## config.mk

```make
export PLATFORM = sky130hd
export DESIGN_NAME = csc_clock_source_config
export DESIGN_NICKNAME = d
export VERILOG_FILES = /design/src/pkg/csc_pkg.sv /design/src/verilog/csc_clock_source_config.sv
export SDC_FILE = /design/constraint.sdc
export NUM_CORES = 1
export LEC_CHECK = 0
export BUFFER_PORTS_ARGS = -buffer_cell sky130_fd_sc_hd__buf_4
export CORE_ASPECT_RATIO = 1.75
export CORE_MARGIN = 4
export CORE_UTILIZATION = 50
export DETAILED_ROUTE_END_ITERATION = 12
export PLACE_DENSITY = 0.8
export SETUP_SLACK_MARGIN = 0.2
export SYNTH_ARGS = -nofsm -noshare
export SYNTH_HDL_FRONTEND = slang
export SYNTH_SLANG_ARGS = --single-unit
```

## constraint.sdc

```tcl
create_clock -name clk_sys -period 1.9 [get_ports clk_sys]
set_input_delay 0.285 -clock clk_sys [delete_from_list [all_inputs] [get_ports clk_sys]]
set_output_delay 0.285 -clock clk_sys [all_outputs]
set_load 0.02 [all_outputs]
```

## src/pkg/csc_pkg.sv

```systemverilog
// constants, field layouts and carrier types of the clock source configuration block
// What this block does
// - group field picks initial oscillator group
// - switch/monitor field gates switching and monitor
// - range bit picks high or low range
// - clock-output bit drives clock on pin two except in crystal mode
// - mode field selects primary oscillator behaviour
// - low byte opens after 46h, 57h
// - high byte opens after 78h, 9Ah
// - PLL multiplier fixed at thirty-two
// - instruction clock is PLL/16 or osc/2
// - ADC clock is PLL output halved
// - PWM clock is undivided PLL output
// - start-up timer counts 1024 oscillator cycles
// - timer applies to crystal on POR, wake
// - lock status follows PLL lock, read-only
// - reset release loads source, mode, pin role
// - external clock: pin one input, pin two osc/2
// - external clock with I/O: pin two GPIO
// - unimplemented group word bits read zero
// - lock reads zero without PLL group
package csc_pkg;
  localparam int unsigned ADDR_W = 4;
  localparam int unsigned DATA_W = 8;
  localparam int unsigned CFG_W = 24;
  localparam logic [ADDR_W-1:0] ADDR_CTRL_LO = 4'h0;
  localparam logic [ADDR_W-1:0] ADDR_CTRL_HI = 4'h1;
  localparam logic [ADDR_W-1:0] ADDR_GROUP_CFG = 4'h2;
  localparam logic [ADDR_W-1:0] ADDR_OPT_CFG = 4'h3;
  localparam logic [DATA_W-1:0] KEY_LO_1 = 8'h46;
  localparam logic [DATA_W-1:0] KEY_LO_2 = 8'h57;
  localparam logic [DATA_W-1:0] KEY_HI_1 = 8'h78;
  localparam logic [DATA_W-1:0] KEY_HI_2 = 8'h9A;
  localparam logic [1:0] GRP_FRC = 2'h0;
  localparam logic [1:0] GRP_FRC_PLL = 2'h1;
  localparam logic [1:0] GRP_PRI = 2'h2;
  localparam logic [1:0] GRP_PRI_PLL = 2'h3;
  localparam int unsigned GRP_PLL_BIT = 0;
  localparam int unsigned GRP_PRI_BIT = 1;
  localparam logic [1:0] MODE_EXT = 2'h0;
  localparam logic [1:0] MODE_RSVD = 2'h1;
  localparam logic [1:0] MODE_XTAL = 2'h2;
  localparam logic [1:0] MODE_OFF = 2'h3;
  localparam int unsigned LO_CLKLOCK_BIT = 7;
  localparam int unsigned LO_LOCK_BIT = 5;
  localparam int unsigned LO_PRCDEN_BIT = 4;
  localparam int unsigned LO_TSEQEN_BIT = 2;
  localparam int unsigned LO_OSWEN_BIT = 0;
  localparam int unsigned HI_COSC_LSB = 4;
  localparam int unsigned HI_NOSC_LSB = 0;
  localparam logic [2:0] GRP_LAST_VALID = 3'h3;
  localparam logic [CFG_W-1:0] GROUP_CFG_MASK = 24'h000003;
  localparam logic [CFG_W-1:0] OPT_CFG_MASK = 24'h0000E7;
  localparam logic [5:0] PLL_MULT = 6'h20;
  localparam logic [3:0] INSTR_PLL_DIV = 4'hF;
  localparam logic [3:0] INSTR_OSC_DIV = 4'h1;
  localparam int unsigned OST_CYCLES = 1024;
  localparam int unsigned OST_W = 10;

  typedef struct packed {
    logic [1:0] switch_monitor_sel;
    logic freq_range_sel;
    logic [1:0] unused;
    logic clkout_pin_enable;
    logic [1:0] primary_osc_mode;
  } csc_opts_t;

  typedef struct packed {
    logic o;
    logic oe;
  } csc_pin_t;

  typedef enum logic [1:0] {
    UL_IDLE,
    UL_KEY1,
    UL_OPEN
  } csc_unlock_t;
endpackage

```

## src/verilog/csc_clock_source_config.sv

```systemverilog
// clock source configuration: config capture, control register unlock, clock enables, pins
//
// Decided for this implementation: the address map and the strobed register port.
`timescale 1ns/1ps
module csc_clock_source_config #(
  parameter int unsigned OST_CYCLES = csc_pkg::OST_CYCLES
) (
  input wire logic clk_sys,
  input wire logic arst_n,
  input wire logic ce,
  input wire logic [csc_pkg::ADDR_W-1:0] reg_addr,
  input wire logic [csc_pkg::DATA_W-1:0] reg_wdata,
  input wire logic reg_wr,
  input wire logic reg_rd,
  output logic [csc_pkg::DATA_W-1:0] reg_rdata,
  input wire logic [csc_pkg::CFG_W-1:0] cfg_group_word,
  input wire logic [csc_pkg::CFG_W-1:0] cfg_options_word,
  input wire logic osc_in_pin,
  input wire logic frc_tick,
  input wire logic pll_tick,
  input wire logic pll_lock_raw,
  input wire logic wake_pulse,
  input wire logic gpio_out,
  input wire logic gpio_oe,
  output logic osc_out_o,
  output logic osc_out_oe,
  output logic osc_in_clk_en,
  output logic feedback_en,
  output logic freq_range_high,
  output logic switch_enable,
  output logic monitor_enable,
  output logic pll_enable,
  output logic [5:0] pll_mult,
  output logic pwm_clk_en,
  output logic adc_clk_en,
  output logic instr_clk_en,
  output logic osc_released,
  output logic prcd_enable,
  output logic tseq_enable
);
  if (OST_CYCLES != (1 << csc_pkg::OST_W)) begin : g_bad_ost
    $error("start-up count must fill the timer width exactly");
  end

  logic rst_s1_q, rst_n;
  always_ff @(posedge clk_sys or negedge arst_n) begin
    if (!arst_n) begin
      rst_s1_q <= 1'b0;
      rst_n <= 1'b0;
    end else begin
      rst_s1_q <= 1'b1;
      rst_n <= rst_s1_q;
    end
  end

  // pin and analog inputs; the pin edge is taken from the second and third stages, lock from the second
  logic osc_s1_q, osc_s2_q, osc_s3_q, lock_s1_q, lock_s2_q;
  always_ff @(posedge clk_sys or negedge rst_n) begin
    if (!rst_n) begin
      osc_s1_q <= 1'b0;
      osc_s2_q <= 1'b0;
      osc_s3_q <= 1'b0;
      lock_s1_q <= 1'b0;
      lock_s2_q <= 1'b0;
    end else if (ce) begin
      osc_s1_q <= osc_in_pin;
      osc_s2_q <= osc_s1_q;
      osc_s3_q <= osc_s2_q;
      lock_s1_q <= pll_lock_raw;
      lock_s2_q <= lock_s1_q;
    end
  end
  logic osc_edge;
  assign osc_edge = osc_s2_q & ~osc_s3_q;

  // configuration words are caught on the first enabled cycle after release
  logic cfg_loaded_q;
  logic [1:0] group_cfg_q;
  csc_pkg::csc_opts_t opts_q;
  always_ff @(posedge clk_sys or negedge rst_n) begin
    if (!rst_n) begin
      cfg_loaded_q <= 1'b0;
      group_cfg_q <= csc_pkg::GRP_FRC;
      opts_q <= '0;
    end else if (ce && !cfg_loaded_q) begin
      cfg_loaded_q <= 1'b1;
      group_cfg_q <= cfg_group_word[1:0];
      opts_q <= csc_pkg::csc_opts_t'(cfg_options_word[7:0]);
    end
  end

  logic xtal_mode, ext_mode, pll_sel, pri_sel;
  assign xtal_mode = opts_q.primary_osc_mode == csc_pkg::MODE_XTAL;
  assign ext_mode = opts_q.primary_osc_mode == csc_pkg::MODE_EXT;

  // unlock sequencing shared by both bytes of the control register
  function automatic csc_pkg::csc_unlock_t unlock_next(csc_pkg::csc_unlock_t st, logic hit,
      logic [csc_pkg::DATA_W-1:0] d, logic [csc_pkg::DATA_W-1:0] k1,
      logic [csc_pkg::DATA_W-1:0] k2);
    csc_pkg::csc_unlock_t nx;
    nx = csc_pkg::UL_IDLE;
    case (st)
      csc_pkg::UL_KEY1: begin
        if (hit && d == k2) begin
          nx = csc_pkg::UL_OPEN;
        end else if (hit && d == k1) begin
          nx = csc_pkg::UL_KEY1;
        end
      end
      // a first key in the open slot is taken as the write and also restarts the sequence
      default: begin
        if (hit && d == k1) begin
          nx = csc_pkg::UL_KEY1;
        end
      end
    endcase
    return nx;
  endfunction

  logic wr_lo, wr_hi, lo_accept, hi_accept;
  csc_pkg::csc_unlock_t lo_st_q, hi_st_q;
  assign wr_lo = reg_wr && reg_addr == csc_pkg::ADDR_CTRL_LO;
  assign wr_hi = reg_wr && reg_addr == csc_pkg::ADDR_CTRL_HI;
  assign lo_accept = wr_lo && lo_st_q == csc_pkg::UL_OPEN;
  assign hi_accept = wr_hi && hi_st_q == csc_pkg::UL_OPEN;

  // every enabled cycle is one instruction slot; a cycle with neither the next key nor a repeated first key closes the door
  always_ff @(posedge clk_sys or negedge rst_n) begin
    if (!rst_n) begin
      lo_st_q <= csc_pkg::UL_IDLE;
    end else if (ce) begin
      lo_st_q <= unlock_next(lo_st_q, wr_lo, reg_wdata, csc_pkg::KEY_LO_1,
                             csc_pkg::KEY_LO_2);
    end
  end
  always_ff @(posedge clk_sys or negedge rst_n) begin
    if (!rst_n) begin
      hi_st_q <= csc_pkg::UL_IDLE;
    end else if (ce) begin
      hi_st_q <= unlock_next(hi_st_q, wr_hi, reg_wdata, csc_pkg::KEY_HI_1,
                             csc_pkg::KEY_HI_2);
    end
  end

  // control register fields
  logic [1:0] cur_grp_q;
  logic [2:0] nosc_q;
  logic clklock_q, prcden_q, tseqen_q, oswen_q;
  assign pll_sel = cur_grp_q[csc_pkg::GRP_PLL_BIT];
  assign pri_sel = cur_grp_q[csc_pkg::GRP_PRI_BIT];
  assign switch_enable = ~opts_q.switch_monitor_sel[1];
  assign monitor_enable = opts_q.switch_monitor_sel == 2'h0;

  always_ff @(posedge clk_sys or negedge rst_n) begin
    if (!rst_n) begin
      clklock_q <= 1'b0;
      prcden_q <= 1'b0;
      tseqen_q <= 1'b0;
      oswen_q <= 1'b0;
    end else if (ce) begin
      if (lo_accept) begin
        // lock bit is sticky until reset
        clklock_q <= clklock_q | reg_wdata[csc_pkg::LO_CLKLOCK_BIT];
        prcden_q <= reg_wdata[csc_pkg::LO_PRCDEN_BIT];
        tseqen_q <= reg_wdata[csc_pkg::LO_TSEQEN_BIT];
        oswen_q <= reg_wdata[csc_pkg::LO_OSWEN_BIT];
      end else if (oswen_q) begin
        oswen_q <= 1'b0;
      end
    end
  end

  // with switching disabled the request is dropped and the group stays put
  always_ff @(posedge clk_sys or negedge rst_n) begin
    if (!rst_n) begin
      cur_grp_q <= csc_pkg::GRP_FRC;
      nosc_q <= 3'h0;
    end else if (ce) begin
      if (!cfg_loaded_q) begin
        cur_grp_q <= cfg_group_word[1:0];
        nosc_q <= {1'b0, cfg_group_word[1:0]};
      end else begin
        if (hi_accept && !(clklock_q && opts_q.switch_monitor_sel[1])) begin
          nosc_q <= reg_wdata[csc_pkg::HI_NOSC_LSB +: 3];
        end
        if (oswen_q && switch_enable && nosc_q <= csc_pkg::GRP_LAST_VALID) begin
          cur_grp_q <= nosc_q[1:0];
        end
      end
    end
  end

  logic lock_bit;
  assign lock_bit = lock_s2_q & pll_sel;

  // register reads, answered one cycle after the strobe
  logic [csc_pkg::DATA_W-1:0] rd_d;
  logic [csc_pkg::CFG_W-1:0] grp_word, opt_word;
  assign grp_word = {22'h0, group_cfg_q} & csc_pkg::GROUP_CFG_MASK;
  assign opt_word = {16'h0, opts_q} & csc_pkg::OPT_CFG_MASK;
  always_comb begin
    rd_d = '0;
    if (reg_addr == csc_pkg::ADDR_CTRL_LO) begin
      rd_d[csc_pkg::LO_CLKLOCK_BIT] = clklock_q;
      rd_d[csc_pkg::LO_LOCK_BIT] = lock_bit;
      rd_d[csc_pkg::LO_PRCDEN_BIT] = prcden_q;
      rd_d[csc_pkg::LO_TSEQEN_BIT] = tseqen_q;
      rd_d[csc_pkg::LO_OSWEN_BIT] = oswen_q;
    end else if (reg_addr == csc_pkg::ADDR_CTRL_HI) begin
      rd_d[csc_pkg::HI_COSC_LSB +: 3] = {1'b0, cur_grp_q};
      rd_d[csc_pkg::HI_NOSC_LSB +: 3] = nosc_q;
    end else if (reg_addr == csc_pkg::ADDR_GROUP_CFG) begin
      rd_d = grp_word[csc_pkg::DATA_W-1:0];
    end else if (reg_addr == csc_pkg::ADDR_OPT_CFG) begin
      rd_d = opt_word[csc_pkg::DATA_W-1:0];
    end
  end
  always_ff @(posedge clk_sys or negedge rst_n) begin
    if (!rst_n) begin
      reg_rdata <= '0;
    end else if (ce) begin
      reg_rdata <= reg_rd ? rd_d : '0;
    end
  end

  // start-up timer: restarts at load and on wake, only meaningful for a crystal
  logic [csc_pkg::OST_W-1:0] ost_cnt_q;
  logic ost_done_q, ost_run;
  assign ost_run = xtal_mode && pri_sel;
  always_ff @(posedge clk_sys or negedge rst_n) begin
    if (!rst_n) begin
      ost_cnt_q <= '0;
      ost_done_q <= 1'b0;
    end else if (ce) begin
      if (!cfg_loaded_q || wake_pulse) begin
        ost_cnt_q <= '0;
        ost_done_q <= 1'b0;
      end else if (!ost_run) begin
        ost_done_q <= 1'b1;
      end else if (!ost_done_q && osc_edge) begin
        ost_cnt_q <= ost_cnt_q + 1'b1;
        if (ost_cnt_q == csc_pkg::OST_W'(OST_CYCLES - 1)) begin
          ost_done_q <= 1'b1;
        end
      end
    end
  end
  assign osc_released = ost_done_q;

  // derived clock enables; the PLL outputs are gated off while it is not in the group
  logic [3:0] instr_cnt_q, instr_div;
  logic adc_ph_q, pwm_q, adc_q, instr_q, sys_tick, clock_out_q;
  assign sys_tick = pri_sel ? (osc_edge & ost_done_q) : frc_tick;
  assign instr_div = pll_sel ? csc_pkg::INSTR_PLL_DIV : csc_pkg::INSTR_OSC_DIV;
  always_ff @(posedge clk_sys or negedge rst_n) begin
    if (!rst_n) begin
      pwm_q <= 1'b0;
      adc_q <= 1'b0;
      adc_ph_q <= 1'b0;
    end else if (ce) begin
      pwm_q <= pll_tick & pll_sel;
      adc_q <= pll_tick & pll_sel & adc_ph_q;
      if (pll_tick && pll_sel) begin
        adc_ph_q <= ~adc_ph_q;
      end
    end
  end
  always_ff @(posedge clk_sys or negedge rst_n) begin
    if (!rst_n) begin
      instr_cnt_q <= '0;
      instr_q <= 1'b0;
    end else if (ce) begin
      instr_q <= 1'b0;
      if (pll_sel ? (pll_tick && ost_done_q) : sys_tick) begin
        if (instr_cnt_q >= instr_div) begin
          instr_cnt_q <= '0;
          instr_q <= 1'b1;
        end else begin
          instr_cnt_q <= instr_cnt_q + 1'b1;
        end
      end
    end
  end
  always_ff @(posedge clk_sys or negedge rst_n) begin
    if (!rst_n) begin
      clock_out_q <= 1'b0;
    end else if (ce && sys_tick) begin
      clock_out_q <= ~clock_out_q;
    end
  end
  assign pwm_clk_en = pwm_q;
  assign adc_clk_en = adc_q;
  assign instr_clk_en = instr_q;
  assign pll_enable = pll_sel;
  assign pll_mult = csc_pkg::PLL_MULT;
  assign freq_range_high = opts_q.freq_range_sel;
  assign prcd_enable = prcden_q;
  assign tseq_enable = tseqen_q;

  // pin roles; in crystal mode both pins belong to the resonator
  csc_pkg::csc_pin_t osc_out_pin;
  always_comb begin
    osc_out_pin = '{o: gpio_out, oe: gpio_oe};
    if (xtal_mode) begin
      osc_out_pin = '{o: 1'b0, oe: 1'b0};
    end else if (opts_q.clkout_pin_enable) begin
      osc_out_pin = '{o: clock_out_q, oe: 1'b1};
    end
  end
  assign osc_out_o = osc_out_pin.o;
  assign osc_out_oe = osc_out_pin.oe;
  assign feedback_en = xtal_mode;
  assign osc_in_clk_en = pri_sel && opts_q.primary_osc_mode != csc_pkg::MODE_OFF;
endmodule // csc_clock_source_config

```

After elaboration in Yosys (flattened, before gate mapping)
Index checks and enable logic that the tools add are counted.
{"block": "classes", "muxes": 40, "n_reduce_logical": 34, "eq_ne": 18, "order_cmp": 2, "add_sub_neg": 2, "n_bitwise": 10}
{"op": "$mux W10", "count": 3}
{"op": "$eq A8 B7 Y1 const B", "count": 3}
{"op": "$mux W8", "count": 3}
{"op": "$logic_and A1 B1 Y1", "count": 19}
{"op": "$mux W1", "count": 19}
{"op": "$mux W2", "count": 9}
{"op": "$mux W3", "count": 4}
{"op": "$add A10 B1 Y10 const B", "count": 1}
{"op": "$eq A10 B10 Y1 const B", "count": 1}
{"op": "$reduce_and A2 Y1", "count": 5}
{"op": "$eq A4 B2 Y1 const B", "count": 2}
{"op": "$eq A8 B8 Y1 const B", "count": 1}
{"op": "$mux W4", "count": 2}
{"op": "$eq A2 B2 Y1 const B", "count": 3}
{"op": "$ne A3 B1 Y1 const B", "count": 2}
{"op": "$reduce_and A3 Y1", "count": 2}
{"op": "$and A1 B1 Y1", "count": 5}
{"op": "$add A4 B1 Y4 const B", "count": 1}
{"op": "$eq A2 B1 Y1 const B", "count": 2}
{"op": "$eq A4 B1 Y1 const B", "count": 1}
{"op": "$ge A4 B4 Y1", "count": 1}
{"op": "$logic_not A4 Y1", "count": 1}
{"op": "$ne A2 B1 Y1 const B", "count": 2}
{"op": "$not A1 Y1", "count": 4}
{"op": "other kinds (7)", "count": 10}
{"block": "totals", "output_inout_bits": 28, "reg_bits": 57, "inputBits": 72}

Depth between registers and ports, before layout
{"block": "depth", "ltp_word": 6, "ltp_mapped": 6, "mapped_depth_nobuf": 6}

Worst setup path after synthesis
OpenSTA, ideal clock, no wires.
{"block": "synth_path", "path_kind": "reg2reg", "from": "reg cur_grp_q[0]", "to": "reg instr_cnt_q[2]", "required_ps": 1784, "stages_incl_launch_ff": 7, "arrival_ps": 1631, "setup_slack_ps": 154, "path_cell_list": "dfrtp_1 -> inv_1 -> ha_1 -> a21oi_1 -> o21a_1 -> nand2b_1 -> o311ai_0"}
{"block": "synth_between", "elab_chain_len": 3, "elab_cells_between_ends": 5, "cone_classes": "1 x order compare; 3 x mux; 1 x reduce/logical"}
{"element": "from (decl)", "line_no": "csc_clock_source_config.sv:146", "text": "logic [1:0] cur_grp_q;"}
{"element": "from (signal assigned)", "line_no": "csc_clock_source_config.sv:176", "text": "cur_grp_q <= csc_pkg::GRP_FRC;"}
{"element": "from (signal assigned)", "line_no": "csc_clock_source_config.sv:180", "text": "cur_grp_q <= cfg_group_word[1:0];"}
{"element": "from (signal assigned)", "line_no": "csc_clock_source_config.sv:187", "text": "cur_grp_q <= nosc_q[1:0];"}
{"element": "$mux W4", "line_no": "csc_clock_source_config.sv:254", "text": "assign instr_div = pll_sel ? csc_pkg::INSTR_PLL_DIV : csc_pkg::INSTR_OSC_DIV;"}
{"element": "$ge A4 B4 Y1", "line_no": "csc_clock_source_config.sv:275", "text": "if (instr_cnt_q >= instr_div) begin"}
{"element": "$mux W4", "line_no": "csc_clock_source_config.sv:275"}
{"element": "to (signal assigned)", "line_no": "csc_clock_source_config.sv:279", "text": "instr_cnt_q <= instr_cnt_q + 1'b1;"}
{"element": "to (decl)", "line_no": "csc_clock_source_config.sv:251", "text": "logic [3:0] instr_cnt_q, instr_div;"}
Several ways; a longest one is shown, not always the timed one.
A chain may end at the register's enable or synchronous reset.

Worst setup path after layout
{"block": "layout_path", "from": "reg opts_q, in the netlist opt_word[0]", "to": "reg ost_cnt_q[9] (netlist name)"}
{"block": "layout_between", "elab_chain_len": 4}
{"element": "from (decl)", "line_no": "csc_clock_source_config.sv:79", "text": "csc_pkg::csc_opts_t opts_q;"}
{"element": "from (signal assigned)", "line_no": "csc_clock_source_config.sv:88", "text": "opts_q <= csc_pkg::csc_opts_t'(cfg_options_word[7:0]);"}
{"element": "$eq A2 B2 Y1", "line_no": "csc_clock_source_config.sv:93", "text": "assign xtal_mode = opts_q.primary_osc_mode == csc_pkg::MODE_XTAL;"}
{"element": "$logic_and A1 B1 Y1", "line_no": "csc_clock_source_config.sv:229", "text": "assign ost_run = xtal_mode && pri_sel;"}
{"element": "$reduce_bool A2 Y1 (no source line)"}
{"element": "$reduce_and A3 Y1 (no source line)"}
{"element": "to (signal assigned)", "line_no": "csc_clock_source_config.sv:241", "text": "ost_cnt_q <= ost_cnt_q + 1'b1;"}
{"element": "to (decl)", "line_no": "csc_clock_source_config.sv:227", "text": "logic [csc_pkg::OST_W-1:0] ost_cnt_q;"}
No other way between the ends.

==> results.md <==
* DRC viols at 0
* Synth Register Bits at 56
* Die Ht at 107 um
* Critical path launch point type: flop
* Clk_lat worst skew at a little over 0.3 ns
* Library cells used by synthesis at 54
* Async S/R FF share, synth at 1.00
* Die Width at 64.7 um
* Relative slew slack at 0.551
* Filler cell count at 475
* Pleak at 1.58 nW
* CTS sink cnt at 56
* Clk slew on worst S/H paths at roughly 0.10 ns
* Vias per cell at 5.57
* Routability cong. at 0.815
* Layout cell share with drive strength beyond 1 at 0.295
* Clock buffer count from CTS at 5
* DR pass1 iterations at 4
* Non-filler cells, final at about 400
* Clk_skew at ~0.0091 ns
* Clock Tree Buf Depth at 2
* N_diodes at 0
* Peak supply drop at 0.546 mV
* Max stage delay on crit path at 0.44 ns
* Sequential cell area at 1400 um^2
* Hold Path Class: input pin to flop
* Clock tree from TritonCTS: done
* CP Data Required Time at ~2.2 ns
* First-pass GRT wire length at around 11,000 um
* Gate power share at 0.200
* Seq/Total Area, Yosys at 0.498
* Core Area at 5390 um^2
* Row count at 35
* Via count at 2,282
* Yosys top cell by area: dfrtp_1
* Top-area cell type share of the netlist area at 0.498
* Post-DP HPWL at 4810 um
* Setup TNS at 0 ns
* Area of the multi-input gates at 1300 um^2
* Initial Utilization at 0.523
* RSZ-0062 raised after global routing: true
* Wirelength per Cell at 15.7 um
* WHS at 0.168 ns
* GRT Total Usage at 0.196
* Crit-path slowest cell: dfrtp_2
* Mapped Avg Cell Area at about 10 um^2
* Post-synth EDFFs at 0
* Worst setup EP type: flop
* Final Hold Vio Count at 0
* Post-synthesis cell count at 270
* Congestion Overflow GR at 0
* Final wirelength at 6420 um
* Drt first-iter violations at 80
* Status: finished clean
* Pin count of the biggest net entering global routing at 55
* Endpoints failing setup at 0
* Sw Pwr at 0.735 mW
* Maxcap violations at 0
* CP max FO at 5
* Crit share post-route at 0.862
* Area grow syn2layout at 22.5%
* Crit path max-delay family: simple AND/OR/NAND/NOR gates
* Mapped Area at 2820 um^2
* Final net count at 412
* H-tree Lvls at 2
* Final Cell Area at 3450 um^2
* Data arrival, critical path at 1.88 ns
* Initial antenna violation count at 0
* Fmax at about 610 MHz
* Area post-placement at approximately 3300 um^2
* Sw Share at 0.287
* ANT nets after route at 0
* Root buf cell: clkbuf_8
* Critical path buffers and inverters at 0
* Cell Pwr Density at 742 nW/um^2
* Fin crit period at 1.64 ns
* Cells along the critical path: and4bb_2 -> nand4_1 -> or3_1 -> a21oi_1
* Critical path class: flop to flop
* Internal power at approximately 1.8 mW
* Fin. max-slew vios at 0
* Synth top area cells: dfrtp_1 (50%), mux2_2 (5.6%), nand2_1 (4.3%)
* Worst slew pin tran at around 0.67 ns
* Die Area at 6950 um^2
* Clock power share at 0.263
* Port bufs at 52
* Synthesis warning total at 0
* Sequential share of power at 0.537
* IO Pins at 100
* Post-synth top flop: dfrtp_1
* Vias in the first global route at 2,300
* Dpl cells at ~400
==> placed cells by master (no fill, tap or decap), drive strengths merged, types with 3 or more instances in the layout <==
master   instances
a21oi           10
and2             4
buf             67
clkbuf           6
conb             8
dfrtp           56
ha               5
inv             12
mux2            16
mux2i            3
nand2           32
nand2b           4
nand3            8
nand4            5
nand4b           3
nor2            13
nor2b            5
nor3             5
nor4             3
o21ai           16
o2bb2ai         10
o31ai            3
xnor2            3
xor2             3
==> through the flow <==
| step | power, mW | util | setup WS (ns) |
|---|---|---|---|
| floorplan | 1.69 | - | 0.154 |
| global placement | 1.86 | 0.614 | 0.146 |
| detailed placement | 1.88 | 0.614 | 0.0996 |
| CTS | 2.54 | 0.633 | 0.270 |
| global route | 2.68 | 0.641 | 0.151 |
| finish | 2.56 | 0.641 | 0.263 |
==> sequential cells by signal, indices dropped and copies added (netlist names), 2 cells and up <==
name and flops:
group_cfg_q 2, reg_rdata 7, hi_st_q 2, opt_word 5, ost_cnt_q 10, nosc_q 3, cur_grp_q 2, instr_cnt_q 4
lo_st_q 2
==> power by group through the flow <==
stage | Combinational (mW) | Sequential [mW] | Clock [mW]
CTS | 0.485 | 1.37 | 0.683
detailed placement | 0.480 | 1.40 | 0
global route | 0.575 | 1.39 | 0.720
finish | 0.512 | 1.38 | 0.673
global placement | 0.463 | 1.39 | 0
floorplan | 0.289 | 1.41 | 0
==> final cells by class <==
type	count	share of cell area
clock inverter	2	0.00290
clock buffer	6	0.0239
sequential	56	0.407
inverter	12	0.0131
multi-input combinational	192	0.378
timing repair buffer	68	0.149
tap	74	0.0268
==> cells in the mapped netlist, types with 4 or more instances <==
master     number
nor2b_1         5
nand2b_1        4
nand3_1         7
nand2_1        32
nor3_1          5
nor2_1         12
a21oi_1        10
o21ai_0        16
nand4_1         5
clkbuf_1        7
ha_1            5
inv_1          12
buf_4           7
o2bb2ai_1      10
dfrtp_1        56
mux2_2         14
==> timing repair <==
item | CTS | global route
buffers inserted | 0 | 5
hold endpoints to repair | 2 | 0
gates resized for setup | 0 | 2
hold buffers | 1 | 0
setup endpoints to repair | 0 | 4
==> cell families (layout without fill, tap and decap cells) <==
logic type | Yosys count | count (layout) | synth area share
compound gates | 58 | 58 | 0.150
other cells | 2 | 8 | 0.00267
mux | 19 | 19 | 0.0773
fa+ha+maj | 5 | 5 | 0.0222
simple gates | 96 | 96 | 0.184
buf+inv | 28 | 88 | 0.0475
flops | 56 | 56 | 0.498
xor+xnor | 6 | 6 | 0.0187
==> tightest hold or removal path, delay by kind of cell <==
family / cells / cell delay [ns]
buffers and inverters: 1 / 0.07
AOI/OAI and AO/OA: 1 / 0.05
and+or+nand+nor: 1 / 0.03
==> routing by layer <==
metal | global-route usage | up-vias | wire length, um | part of all wire
met2 | 0.356 | 61 | 3460 | 0.54
li1 | - | 1089 | - | -
met1 | 0.213 | 1115 | 2450 | 0.38
met5 | 0 | - | 0 | 0
met3 | 0.0293 | 17 | 255 | 0.040
met4 | 0.104 | 0 | 251 | 0.039
==> final timing paths <==
path	start	end	slack, ns	cells past startpoint
min in group asynchronous	arst_n	rst_n$_DFF_PN0_	0.28	2
min	cfg_options_word[7]	opt_word[7]$_DFFE_PN0P_	0.17	3
min reg2reg	rst_s1_q$_DFF_PN0_	rst_n$_DFF_PN0_	0.36	0
max	opt_word[0]$_DFFE_PN0P_	ost_cnt_q[9]$_DFFE_PN0P_	0.26	4
max reg2reg	opt_word[0]$_DFFE_PN0P_	ost_cnt_q[9]$_DFFE_PN0P_	0.26	4
max in group asynchronous	rst_n$_DFF_PN0_	opt_word[0]$_DFFE_PN0P_	1.04	1
Power figures use the tool's default switching activity.
